--- src/hw/pm_channel_params.svh ---
// constants for the power manager command channel
// assumes inclusion by the channel package and module only
// Overview of operation
// - inbound bit 31 shows last emulation flag
// - inbound bits 7:4 hold last power state
// - command write clears empty, raises request
// - command bit 31 emulation, bits 7:4 state
// - coprocessor selects: c15,c14, opcode2 0 or 1
// - request held until manager acknowledges command
// - completed handshake sets transmit-empty again
// - inbound read clears full, acknowledges manager unless a query is in flight
// - reset sets transmit-empty and inbound-full
// - request carries four state bits, acknowledge answers
`ifndef PM_CHANNEL_PARAMS_SVH
`define PM_CHANNEL_PARAMS_SVH
`define PM_CRN          4'hf
`define PM_CRM          4'he
`define PM_OP2_STATUS   3'h0
`define PM_OP2_DATA     3'h1
`define PM_EMUL_BIT     31
`define PM_STATE_HI     7
`define PM_STATE_LO     4
`define PM_FLAG_W       1
`define PM_FLAG_R       0
`define PM_VER_HI       31
`define PM_VER_LO       28
`define PM_VERSION      4'h1
`endif

--- src/hw/pm_channel_pkg.sv ---
// types for the power manager command channel
// assumes the constants header sits beside it
`include "pm_channel_params.svh"
package pm_channel_pkg;
    typedef logic [3:0] power_state_type;   // nine-state encoding field
    typedef enum logic [1:0] {TX_IDLE, TX_REQ, TX_DROP} tx_phase_type;
    typedef enum logic [1:0] {RX_IDLE, RX_REQ, RX_DROP} rx_phase_type;
endpackage : pm_channel_pkg

--- src/hw/power_manager_command_channel.sv ---
// processor-side command channel to an external power manager
// assumes coprocessor transfers arrive as one-cycle strobes on sys_clk
`timescale 1ns/1ps
`default_nettype none
`include "pm_channel_params.svh"
module power_manager_command_channel (
    input  wire logic                          sys_clk,        // 10 MHz clock
    input  wire logic                          rst,            // hard reset, sync high
    input  wire logic                          soft_reset_n,   // soft reset, sync low
    input  wire logic                          cpRead,         // coprocessor read strobe
    input  wire logic                          cpWrite,        // coprocessor write strobe
    input  wire logic [3:0]                    cpCrn,          // primary register select
    input  wire logic [3:0]                    cpCrm,          // secondary register select
    input  wire logic [2:0]                    cpOpcode2,      // opcode2 select
    input  wire logic [31:0]                   cpWriteData,    // write data
    output var  logic [31:0]                   cpReadData,     // registered read data
    output var  logic                          command_request,      // to manager
    output var  pm_channel_pkg::power_state_type command_state_bits, // to manager
    output var  logic                          commandEmulation,     // to manager
    input  wire logic                          command_acknowledge,  // from manager
    output var  logic                          state_query_request,  // to manager
    input  wire logic                          state_query_acknowledge, // from manager
    input  wire pm_channel_pkg::power_state_type previousState,      // from manager
    input  wire logic                          previousEmulation     // from manager
);
    import pm_channel_pkg::*;

    // how the channel behaves as a whole:
    // - the transmit side holds one command word (four state bits plus the
    //   emulation bit) and offers it to the manager with a level request
    // - the request and its data stand still until the acknowledge is seen,
    //   then the request falls and the channel waits for the acknowledge to
    //   fall too before the transmit-empty flag comes back
    // - the receive side fetches the previous state once after every reset,
    //   and again after each inbound read, so that the manager learns that
    //   the last word was taken
    // - the receive-full flag is set by reset before the previous state has
    //   arrived; software that polls it straight after reset may read the
    //   reset value of the inbound word, a known limitation of this scheme
    // - a read landing while a query is still in flight does not start a
    //   second query; keeping a pending bit was traded for a simpler machine
    // - both resets restart the channel, only the hard reset clears the
    //   read data register so a soft reset keeps the last answer visible
    // - writes to the status or inbound register have no defined effect
    //   and are dropped without touching any state

    // decoded coprocessor selects
    logic hitReg;
    logic statusRead;
    logic dataRead;
    logic dataWrite;
    logic anyReset;      // either reset restarts the channel

    assign hitReg     = (cpCrn == `PM_CRN) && (cpCrm == `PM_CRM);
    assign statusRead = cpRead && hitReg && (cpOpcode2 == `PM_OP2_STATUS);
    assign dataRead   = cpRead && hitReg && (cpOpcode2 == `PM_OP2_DATA);
    // writes to status or inbound register are ignored, no defined effect
    assign dataWrite  = cpWrite && hitReg && (cpOpcode2 == `PM_OP2_DATA);
    assign anyReset   = rst || !soft_reset_n;

    // transmit channel state
    tx_phase_type    txPhase;
    tx_phase_type    next_txPhase;
    logic            txEmpty;          // W flag
    logic            next_txEmpty;
    power_state_type next_commandState;
    logic            next_commandEmul;
    logic            next_commandRequest;

    // transmit next-state: hold request with data until acknowledged,
    // then wait for the acknowledge to drop before reopening the channel
    always_comb begin
        next_txPhase        = txPhase;
        next_txEmpty        = txEmpty;
        next_commandState   = command_state_bits;
        next_commandEmul    = commandEmulation;
        next_commandRequest = command_request;
        case (txPhase)
            TX_IDLE: begin
                // a write while busy is undefined; it is simply dropped here
                if (dataWrite && txEmpty) begin
                    next_txEmpty        = 1'b0;
                    next_commandState   = cpWriteData[`PM_STATE_HI:`PM_STATE_LO];
                    next_commandEmul    = cpWriteData[`PM_EMUL_BIT];
                    next_commandRequest = 1'b1;
                    next_txPhase        = TX_REQ;
                end
            end
            TX_REQ: begin
                if (command_acknowledge) begin
                    next_commandRequest = 1'b0;
                    next_txPhase        = TX_DROP;
                end
            end
            TX_DROP: begin
                // double-ended: empty only once acknowledge is released
                if (!command_acknowledge) begin
                    next_txEmpty = 1'b1;
                    next_txPhase = TX_IDLE;
                end
            end
            default: begin
                next_txPhase = TX_IDLE;
            end
        endcase
    end

    // transmit registers
    always_ff @(posedge sys_clk) begin
        if (anyReset) begin
            txPhase            <= TX_IDLE;
            txEmpty            <= 1'b1;
            command_state_bits <= 4'h0;
            commandEmulation   <= 1'b0;
            command_request    <= 1'b0;
        end else begin
            txPhase            <= next_txPhase;
            txEmpty            <= next_txEmpty;
            command_state_bits <= next_commandState;
            commandEmulation   <= next_commandEmul;
            command_request    <= next_commandRequest;
        end
    end

    // receive channel state
    rx_phase_type    rxPhase;
    rx_phase_type    next_rxPhase;
    logic            rxFull;           // R flag
    logic            next_rxFull;
    power_state_type inState;          // last programmed power state
    power_state_type next_inState;
    logic            inEmul;           // last emulation flag
    logic            next_inEmul;
    logic            next_queryRequest;

    // receive next-state: after reset the previous state is fetched once;
    // a read of the inbound register with no query in flight tells the manager it was accepted
    always_comb begin
        next_rxPhase      = rxPhase;
        next_rxFull       = rxFull;
        next_inState      = inState;
        next_inEmul       = inEmul;
        next_queryRequest = state_query_request;
        // read acknowledge clears full; a capture in the same cycle still wins
        if (dataRead) begin
            next_rxFull = 1'b0;
        end
        case (rxPhase)
            RX_REQ: begin
                if (state_query_acknowledge) begin
                    next_inState      = previousState;
                    next_inEmul       = previousEmulation;
                    next_rxFull       = 1'b1;
                    next_queryRequest = 1'b0;
                    next_rxPhase      = RX_DROP;
                end
            end
            RX_DROP: begin
                if (!state_query_acknowledge) begin
                    next_rxPhase = RX_IDLE;
                end
            end
            RX_IDLE: begin
                // after a read, ask again so the manager sees the acceptance
                if (dataRead) begin
                    next_queryRequest = 1'b1;
                    next_rxPhase      = RX_REQ;
                end
            end
            default: begin
                next_rxPhase = RX_IDLE;
            end
        endcase
    end

    // receive registers; reset launches the previous-state query
    always_ff @(posedge sys_clk) begin
        if (anyReset) begin
            rxPhase             <= RX_REQ;
            rxFull              <= 1'b1;
            inState             <= 4'h0;
            inEmul              <= 1'b0;
            state_query_request <= 1'b1;
        end else begin
            rxPhase             <= next_rxPhase;
            rxFull              <= next_rxFull;
            inState             <= next_inState;
            inEmul              <= next_inEmul;
            state_query_request <= next_queryRequest;
        end
    end

    // read data mux: status shows flags and version, inbound shows state
    logic [31:0] next_readData;
    always_comb begin
        next_readData = 32'h0;
        if (statusRead) begin
            next_readData[`PM_VER_HI:`PM_VER_LO] = `PM_VERSION;
            next_readData[`PM_FLAG_W]            = txEmpty;
            next_readData[`PM_FLAG_R]            = rxFull;
        end else if (dataRead) begin
            next_readData[`PM_EMUL_BIT]                 = inEmul;
            next_readData[`PM_STATE_HI:`PM_STATE_LO]    = inState;
        end
    end

    // read data register; holds the last answer until the next read
    always_ff @(posedge sys_clk) begin
        if (rst) begin
            cpReadData <= 32'h0;
        end else if (cpRead) begin
            cpReadData <= next_readData;
        end
    end
endmodule : power_manager_command_channel
`default_nettype wire

--- config.mk ---
export PLATFORM = sky130hd
export DESIGN_NAME = power_manager_command_channel
export DESIGN_NICKNAME = d
export VERILOG_FILES = /design/src/hw/pm_channel_pkg.sv /design/src/hw/power_manager_command_channel.sv
export VERILOG_INCLUDE_DIRS = /design/src /design/src/hw
export SDC_FILE = /design/constraint.sdc
export NUM_CORES = 1
export LEC_CHECK = 0
export BUFFER_PORTS_ARGS = -buffer_cell sky130_fd_sc_hd__buf_4
export CORE_ASPECT_RATIO = 0.7
export CORE_MARGIN = 2
export CORE_UTILIZATION = 43
export DETAILED_ROUTE_END_ITERATION = 8
export PLACE_DENSITY = 0.94
export SYNTH_ARGS = -nofsm -noshare
export SYNTH_HDL_FRONTEND = slang
export SYNTH_SLANG_ARGS = --single-unit
--- constraint.sdc ---
create_clock -name sys_clk -period 2.1 [get_ports sys_clk]
set_input_delay 0.105 -clock sys_clk [delete_from_list [all_inputs] [get_ports sys_clk]]
set_output_delay 0.105 -clock sys_clk [all_outputs]
set_load 0.01 [all_outputs]
==> Word level (Yosys, flattened, before mapping) <==
Index checks and enable logic that the tools add are counted.
{ "totals": {"input_bits": 55, "regBits": 28, "out_inout_bits": 39, "elab_cells": 72} }
{ "classes": {"n_mux": 26, "reduce_logical": 22, "eq_ne": 13} }
{ "op_table": {"columns": ["op", "n"], "rows": [
  ["3-bit AND reduction", 5],
  ["2-bit two-way mux", 7],
  ["1-bit two-way mux", 12],
  ["2-bit != test, second input constant", 6],
  ["2-bit case mux with 3 select lines", 2],
  ["4-bit == test, second input constant", 2],
  ["4-bit two-way mux", 2],
  ["1-bit logical AND", 7],
  ["1-bit case mux with 2 select lines", 3],
  ["2-bit nonzero test", 3],
  ["2-bit by 1-bit == test with 1-bit output, second input constant", 2],
  ["2-bit == test, second input constant", 2],
  ["2-bit zero test", 2],
  ["2-bit AND reduction", 2],
  ["3-bit by 1-bit == test with 1-bit output, second input constant", 1],
  ["3-bit zero test", 1],
  ["1-bit zero test", 1],
  ["1-bit logical OR", 1]
]} }

==> Depth between registers and ports, before layout <==
Gate-level depths: netlist of run 1.
{ "depth": {"ltp_word": 7, "mapped_depth": 5} }

==> Worst setup path after synthesis of run 1 <==
OpenSTA, ideal clock, no wires.
{ "synth_timing": {"path_type": "register to register", "start": "reg txPhase[1]", "end": "reg commandEmulation", "path_stages_with_launch": 5, "setup_time_ns": 0.072, "slack_ns": 1.042, "arrival_time_ns": 0.987, "path_buffers": 1, "path_cell_list": "dfxtp_1 > nor3b_1 > and4_1 > buf_6 > mux2i_1"} }
{ "synth_via": {"elab_chain_cells": 2} }
{ "synth_rtl": {"columns": ["element", "line_no", "source"], "rows": [
  ["start: declaration", "power_manager_command_channel.sv:62", "tx_phase_type txPhase;"],
  ["start signal: assignment", "power_manager_command_channel.sv:117", "txPhase <= next_txPhase;"],
  ["2-bit zero test", "power_manager_command_channel.sv:78", "case (txPhase)"],
  ["2-bit AND reduction (no source line)", null, null],
  ["end signal: assignment", "power_manager_command_channel.sv:120", "commandEmulation <= next_commandEmul;"],
  ["end: declaration", "power_manager_command_channel.sv:19", "output var logic commandEmulation,"]
]} }
Every way passes these cells.
A chain may end at the register's enable or synchronous reset.

==> Final worst setup path of run 1 <==
Ends and elaborated chain as after synthesis.

==> results_tabular.tex, run 1 <==
\begin{tabular}{lr}
\hline
Metric & Value \\
\hline
\multicolumn{2}{l}{\textbf{Status}} \\
\quad Status & finished clean \\
\multicolumn{2}{l}{\textbf{Synth}} \\
\quad Leading area contributor after synthesis & sky130\_fd\_sc\_hd\_\_dfxtp\_1 \\
\quad Post-synthesis average cell area & slightly above 9 um\^{}2 \\
\quad Number of distinct library cell variants in the gate-level netlist after synthesis & 30 \\
\quad Instance count of the mapped netlist & 140 \\
\quad Leading register cell type out of synthesis & sky130\_fd\_sc\_hd\_\_dfxtp\_1 \\
\quad Top cells by area in the synthesized netlist & sky130\_fd\_sc\_hd\_\_dfxtp\_1, sky130\_fd\_sc\_hd\_\_buf\_4, sky130\_fd\_sc\_hd\_\_mux2i\_1, sky130\_fd\_sc\_hd\_\_nand2\_1, sky130\_fd\_sc\_hd\_\_nand2b\_1 \\
\quad Number of enable-type register cells in the synthesized netlist & 0 \\
\quad Flip-flop and latch count after synthesis & 26 \\
\quad Synth cell count leaders & sky130\_fd\_sc\_hd\_\_dfxtp\_1, sky130\_fd\_sc\_hd\_\_buf\_4, sky130\_fd\_sc\_hd\_\_nand2\_1 \\
\quad Total standard cell area after synthesis & approximately 1300 um\^{}2 \\
\quad Most repeated cell in the gate-level netlist after synthesis & sky130\_fd\_sc\_hd\_\_dfxtp\_1 \\
\quad Sequential cell area fraction in the yosys report & 0.406 \\
\quad Fraction of registers with async set/reset & 0 \\
\quad Count of synthesis-stage warnings from yosys & 0 \\
\quad Yosys top cell area share & 0.406 \\
\multicolumn{2}{l}{\textbf{Placed design}} \\
\quad Final weighted congestion in routability-driven placement & 0.731 \\
\quad Pre-CTS setup slack & roughly 0.76 ns \\
\quad Instance area after placement & 1520 um\^{}2 \\
\quad Total half-perimeter wirelength after legalization and detailed placement & approximately 1800 um \\
\quad Total of buffers placed on input and output ports & 42 \\
\multicolumn{2}{l}{\textbf{Cells and area}} \\
\quad Share of the core filled with cells & 0.554 \\
\quad Area occupied by multi-input gates & 631 um\^{}2 \\
\quad Antenna fix cells & 0 \\
\quad Fill cell total of the finished layout & roughly 280 \\
\quad Number of nets in the layout & around 240 \\
\quad Area taken by flip-flops and latches & $\sim$520 um\^{}2 \\
\quad Synth-to-Final Area Change & 22.1\% \\
\quad Fraction of layout instances using a drive strength above 1 & 0.283 \\
\quad Cell area after layout & 1560 um\^{}2 \\
\multicolumn{2}{l}{\textbf{STA}} \\
\quad Post-route fraction of the period consumed by the critical path & 0.625 \\
\quad Min Clock Period, post-route & $\sim$1.3 ns \\
\quad Final max-slew violation count & 0 \\
\quad Final Hold Viols & 0 \\
\quad Final Skew & approximately 0.0044 ns \\
\quad RSZ-0062 raised after global routing & no \\
\quad Worst-case setup margin in the final layout & $\sim$0.79 ns \\
\quad Slew at the pin closest to its max-slew limit & roughly 0.5 ns \\
\quad Number of failing setup endpoints in the final timing report & 0 \\
\quad Worst slew slack as a fraction of its limit & 0.664 \\
\quad Total negative slack & 0 ns \\
\quad Highest clock frequency the design can meet & approximately 760 MHz \\
\multicolumn{2}{l}{\textbf{Global routing}} \\
\quad Overall global routing resource usage & 0.140 \\
\quad GR Overflow Total & 0 \\
\quad Largest net degree at the start of global routing & 16 \\
\quad Global-route wire length before repair & about 4000 um \\
\quad Number of antenna violations at the first check in global routing & 0 \\
\quad Vias in the first global route & 933 \\
\multicolumn{2}{l}{\textbf{CTS}} \\
\quad Clock buffer depth & 2 \\
\quad Post-CTS repair timing setup buffer count & 0 \\
\quad Maximum level of the CTS H-tree & 1 \\
\quad Number of buffers added to fix hold violations after cts & 0 \\
\quad Number of sinks on the clock net & 26 \\
\quad Post-CTS resize count & 0 \\
\quad Num CTS Buffers & 3 \\
\quad TritonCTS clock tree & done \\
\quad Cell chosen for the clock root & sky130\_fd\_sc\_hd\_\_clkbuf\_8 \\
\quad Clock-pin slew of the registers on the worst-case setup and hold paths & 0.08 ns \\
\quad Later-pin clock latency in the skew report & $\sim$0.27 ns \\
\multicolumn{2}{l}{\textbf{Pwr}} \\
\quad Power, Total & around 0.88 mW \\
\quad Clk pwr share & 0.306 \\
\quad Total net switching power & slightly above 0.2 mW \\
\quad Reg power frac & 0.569 \\
\quad Comb power frac & 0.125 \\
\quad Cell Pwr Density & $\sim$570 nW/um\^{}2 \\
\quad Switching share of power & 0.230 \\
\quad Internal power summed over all cells & approximately 0.68 mW \\
\quad Static power due to leakage & between 0.7 and 0.8 nW \\
\quad Maximum vdd ir drop & 349 uV \\
\multicolumn{2}{l}{\textbf{Critical path}} \\
\quad Critical Path RT & about 2.3 ns \\
\quad CP startpoint kind & flip-flop \\
\quad Crit Path Max Fanout & 8 \\
\quad Arrival time at the worst endpoint & 1.51 ns \\
\quad CP Capture Type & flip-flop \\
\quad Category of the critical setup timing path & reg2reg \\
\multicolumn{2}{l}{\textbf{Floorplanning}} \\
\quad Standard cell core area & between 2000 and 3000 um\^{}2 \\
\quad Effective utilization at floorplan & 0.454 \\
\quad Cell row count & 16 \\
\quad Die Outline Area & around 3400 um\^{}2 \\
\quad Die Ht & around 50 um \\
\quad Die Wd & 69.2 um \\
\quad Num ports & 94 \\
\multicolumn{2}{l}{\textbf{Drt}} \\
\quad DRT iter0 DRCs & 39 \\
\quad Routed Wire Length & around 2300 um \\
\quad Via-per-instance ratio & 4.60 \\
\quad Iteration count of the initial detailed-routing pass & 4 \\
\quad Count of antenna-violating nets left after detailed routing & 0 \\
\quad Routed wire length per instance & approximately 11 um \\
\quad DRC violations left & 0 \\
\quad Overall via count from detail\_route & 994 \\
\multicolumn{2}{l}{\textbf{Job}} \\
\quad MaxCap Viol Count & 0 \\
\multicolumn{2}{l}{\textbf{Min path}} \\
\quad Type of the tightest min-delay check & in2reg \\
\hline
\end{tabular}
[through the flow]
stage / std cells / hold slack [ns]
2_1_floorplan: 163 / 0.247
3_3_place_gp: 213 / 0.335
3_5_place_dp: 213 / 0.345
4_1_cts: 216 / 0.0581
5_1_grt: 216 / 0.0744
6_report: 216 / 0.0663
[cells by family after synthesis]
kind of cell           count (synthesis)  synth area share
AO/OA/AOI/OAI                         17            0.0771
XOR/XNOR                               2            0.0137
buffers and inverters                 31             0.169
flip-flops                            26             0.406
multiplexers                          10            0.0781
other                                  1           0.00293
AND/OR/NAND/NOR                       53             0.253
[routing by layer]
layer | track usage | share of wire | up-vias
li1 | - | - | 501
met1 | 0.157 | 0.41 | 461
met2 | 0.258 | 0.51 | 28
met3 | 0.0429 | 0.064 | 4
met4 | 0.0392 | 0.0099 | 0
met5 | 0 | 0 | -
[final timing paths]
kind / cells after the start / startpoint / slack, ns / to
worst min-delay path: 2 / rst / 0.07 / cpReadData[1]
worst min register to register: 1 / rxFull / 0.45 / rxFull
worst max register to register: 3 / txPhase[1] / 0.79 / commandEmulation
worst max-delay path: 3 / txPhase[1] / 0.79 / commandEmulation
[layout by cell type (no fill, tap or decap), drive strengths merged, types with 5 or more instances in the layout]
cell type,synthesis,routed
conb,1,24
nor2,8,8
nand2b,9,9
buf,27,42
o21ai,6,6
mux2i,10,10
nand2,17,17
a21oi,5,5
dfxtp,26,26
[sequential cells by signal (all words and copies together), names as in the netlist]
name and count:
state_query_request 1, cpReadData 8, rxFull 1, txPhase 2, txEmpty 1, command_request 1
inEmul 1, commandEmulation 1, rxPhase 2, inState 4, command_state_bits 4
[worst max-delay path, stage by stage, from the launching register on]
cell and delay [ns]:
sky130_fd_sc_hd__dfxtp_1 0.37, sky130_fd_sc_hd__nor3b_1 0.19, sky130_fd_sc_hd__and4_1 0.46, sky130_fd_sc_hd__mux2i_1 0.22
[power by group through the flow]
| stage | registers [mW] | clock network, mW | logic [mW] |
|---|---|---|---|
| after floorplan | 0.514 | 0 | 0.0942 |
| after global placement | 0.514 | 0 | 0.109 |
| after detailed placement | 0.515 | 0 | 0.110 |
| after CTS | 0.503 | 0.287 | 0.111 |
| after global routing | 0.504 | 0.302 | 0.123 |
| final | 0.503 | 0.271 | 0.111 |
[area by class of cell]
class | count | share of cell area
clock buffers | 3 | 0.0264
multi-input cells | 106 | 0.403
flip-flops and latches | 26 | 0.333
well taps | 36 | 0.0288
repair buffers | 42 | 0.202
inverters | 3 | 0.00720
No activity file was read; power rests on OpenSTA's default activity.
==> run 2: changes to the inputs <==
Settings changed: CORE_UTILIZATION 43 to 36, PLACE_DENSITY 0.94 to 0.84.
Clock period 2.1 ns to 1.2 ns, I/O delays scaled along.
==> run 2 against run 1 <==
Sequential share of layout area decreased by 1.8 points. Via count shrank 1.8%. Register-to-register slack lost 0.69 ns. Die area rose by 18%. Utilization shrank 7.6 points. Sequential power increased by 75%. Clock power up 77%. Combinational power rose by 86%. Clock skew decreased by 0.0034 ns. Largest cell class unchanged.
==> results_tabular.tex, run 2 (synthesized netlist as in run 1, its figures left out) <==
\begin{tabular}{lr}
\hline
Metric & Value \\
\hline
\multicolumn{2}{l}{\textbf{Status}} \\
\quad Status & finished clean \\
\multicolumn{2}{l}{\textbf{STA}} \\
\quad Post-route fraction of the period consumed by the critical path & 0.916 \\
\quad Final Hold Viols & 0 \\
\quad Final Skew & 0.00100 ns \\
\quad RSZ-0062 raised after global routing & no \\
\quad Hold slack & $\sim$0.023 ns \\
\quad Worst-case setup margin in the final layout & 0.101 ns \\
\quad Highest clock frequency the design can meet & 910 MHz \\
\quad Final max-slew violation count & 0 \\
\quad Number of failing setup endpoints in the final timing report & 0 \\
\quad Min Clock Period, post-route & around 1.1 ns \\
\quad Total negative slack & 0 ns \\
\multicolumn{2}{l}{\textbf{Global routing}} \\
\quad Global-route wire length before repair & 3770 um \\
\quad GR Overflow Total & 0 \\
\quad Overall global routing resource usage & 0.123 \\
\quad Number of antenna violations at the first check in global routing & 0 \\
\quad Vias in the first global route & 866 \\
\quad Largest net degree at the start of global routing & 14 \\
\multicolumn{2}{l}{\textbf{Critical path}} \\
\quad CP startpoint kind & flip-flop \\
\quad Delay of the slowest cell on the worst path & 0.33 ns \\
\quad Cell breakdown of the critical path & nor3b\_2 > and4\_1 > buf\_12 > mux2i\_1 \\
\quad Highest-delay cell along the critical path & sky130\_fd\_sc\_hd\_\_dfxtp\_1 \\
\quad Largest delay share family, worst path & simple AND/OR/NAND/NOR gates \\
\quad Category of the critical setup timing path & reg2reg \\
\quad CP Capture Type & flip-flop \\
\quad Crit Path Max Fanout & 8 \\
\quad Critical Path RT & between 1 and 1.5 ns \\
\quad Arrival time at the worst endpoint & around 1.3 ns \\
\quad Combined buffer and inverter count along the critical path & 1 \\
\multicolumn{2}{l}{\textbf{Drt}} \\
\quad Iteration count of the initial detailed-routing pass & 4 \\
\quad DRT iter0 DRCs & 22 \\
\quad Via-per-instance ratio & 4.14 \\
\quad Overall via count from detail\_route & around 1000 \\
\quad DRC violations left & 0 \\
\quad Routed Wire Length & around 2500 um \\
\quad Count of antenna-violating nets left after detailed routing & 0 \\
\quad Routed wire length per instance & approximately 10 um \\
\multicolumn{2}{l}{\textbf{Pwr}} \\
\quad Reg power frac & 0.562 \\
\quad Total net switching power & between 0.3 and 0.4 mW \\
\quad Cell Pwr Density & 944 nW/um\^{}2 \\
\quad Power, Total & between 1.5 and 2 mW \\
\quad Clk pwr share & 0.306 \\
\quad Static power due to leakage & between 0.7 and 0.8 nW \\
\quad Switching share of power & 0.233 \\
\quad Comb power frac & 0.132 \\
\quad Internal power summed over all cells & roughly 1.2 mW \\
\quad Maximum vdd ir drop & around 440 uV \\
\multicolumn{2}{l}{\textbf{CTS}} \\
\quad Maximum level of the CTS H-tree & 1 \\
\quad Number of sinks on the clock net & 26 \\
\quad TritonCTS clock tree & done \\
\quad Post-CTS repair timing setup buffer count & 0 \\
\quad Num CTS Buffers & 3 \\
\quad Clock buffer depth & 2 \\
\quad Clock-pin slew of the registers on the worst-case setup and hold paths & approximately 0.08 ns \\
\quad Cell chosen for the clock root & sky130\_fd\_sc\_hd\_\_clkbuf\_8 \\
\quad Later-pin clock latency in the skew report & between 0.2 and 0.3 ns \\
\multicolumn{2}{l}{\textbf{Cells and area}} \\
\quad Share of the core filled with cells & 0.478 \\
\quad Largest register by flop count & cpReadData \\
\quad Number of nets in the layout & between 200 and 250 \\
\quad Synth-to-Final Area Change & 29.4\% \\
\quad Number of standard cells in the final layout excluding fillers & about 240 \\
\quad Most common cell after layout, fill and taps aside & sky130\_fd\_sc\_hd\_\_buf\_4 \\
\quad Top library cells by usage in the layout, fill and taps aside & sky130\_fd\_sc\_hd\_\_buf\_4, sky130\_fd\_sc\_hd\_\_dfxtp\_1, sky130\_fd\_sc\_hd\_\_conb\_1, sky130\_fd\_sc\_hd\_\_nand2\_1, sky130\_fd\_sc\_hd\_\_mux2i\_1 \\
\quad Fraction of layout instances using a drive strength above 1 & 0.317 \\
\quad Cell area after layout & around 1700 um\^{}2 \\
\quad Leading registers by flop count & cpReadData: 8 flops, command\_state\_bits: 4 flops, inState: 4 flops \\
\quad Largest register FFs & 8 \\
\quad Antenna fix cells & 0 \\
\quad Fill cell total of the finished layout & around 360 \\
\multicolumn{2}{l}{\textbf{Floorplanning}} \\
\quad Die Ht & $\sim$54 um \\
\quad Cell row count & 18 \\
\quad Standard cell core area & 3470 um\^{}2 \\
\quad Die Outline Area & roughly 4100 um\^{}2 \\
\quad Die Wd & around 75 um \\
\quad Effective utilization at floorplan & 0.369 \\
\quad Num ports & between 90 and 100 \\
\multicolumn{2}{l}{\textbf{Placed design}} \\
\quad Final weighted congestion in routability-driven placement & just over 0.7 \\
\quad Instance area after placement & about 1600 um\^{}2 \\
\quad Total of buffers placed on input and output ports & 42 \\
\quad Placed cells & roughly 230 \\
\quad Pre-CTS setup slack & between 0.015 and 0.02 ns \\
\quad Total half-perimeter wirelength after legalization and detailed placement & approximately 1900 um \\
\multicolumn{2}{l}{\textbf{Min path}} \\
\quad Type of the tightest min-delay check & in2reg \\
\multicolumn{2}{l}{\textbf{Job}} \\
\quad MaxCap Viol Count & 0 \\
\hline
\end{tabular}
run 2: routing by layer:
layer	vias to the layer above	GRT usage	routed length [um]
met5	-	0	0
met4	0	0.0175	10
met3	2	0.0468	202
met2	31	0.200	1080
met1	431	0.160	1170
li1	512	-	-
run 2: worst min-delay path: stages:
cell	delay [ns]
sky130_fd_sc_hd__buf_4	0.08
sky130_fd_sc_hd__mux2i_1	0.05
sky130_fd_sc_hd__nor2_1	0.07
run 2: final timing paths:
| check | depth (start not counted) | end | from | slack (ns) |
|---|---|---|---|---|
| worst max-delay path | 4 | commandEmulation | txPhase[1] | 0.10 |
| worst min-delay path | 3 | inState[3] | previousState[3] | 0.02 |
| worst max register to register | 4 | commandEmulation | txPhase[1] | 0.10 |
| worst min register to register | 1 | rxFull | rxFull | 0.45 |
run 2: power by group through the flow:
| stage | logic [mW] | registers, mW | clock network [mW] |
|---|---|---|---|
| CTS | 0.208 | 0.879 | 0.496 |
| finish | 0.207 | 0.879 | 0.479 |
| detailed placement | 0.207 | 0.900 | 0 |
| global route | 0.232 | 0.881 | 0.533 |
| global placement | 0.203 | 0.899 | 0 |
| floorplan | 0.165 | 0.900 | 0 |
run 2: timing repair:
item	4_1_cts	5_1_grt
resized for setup	0	2
endpoints found under the hold margin	0	0
hold buffers	0	0
setup endpoints to repair	0	6
run 2: cell type report:
class	count	area [um^2]	share of cell area
Tap cell	50	62.6	0.0377
Clock buffer	3	41.3	0.0249
Multi-Input combinational cell	106	636	0.383
Sequential cell	26	522	0.315
Timing Repair Buffer	48	385	0.232
Inverter	3	11.3	0.00679
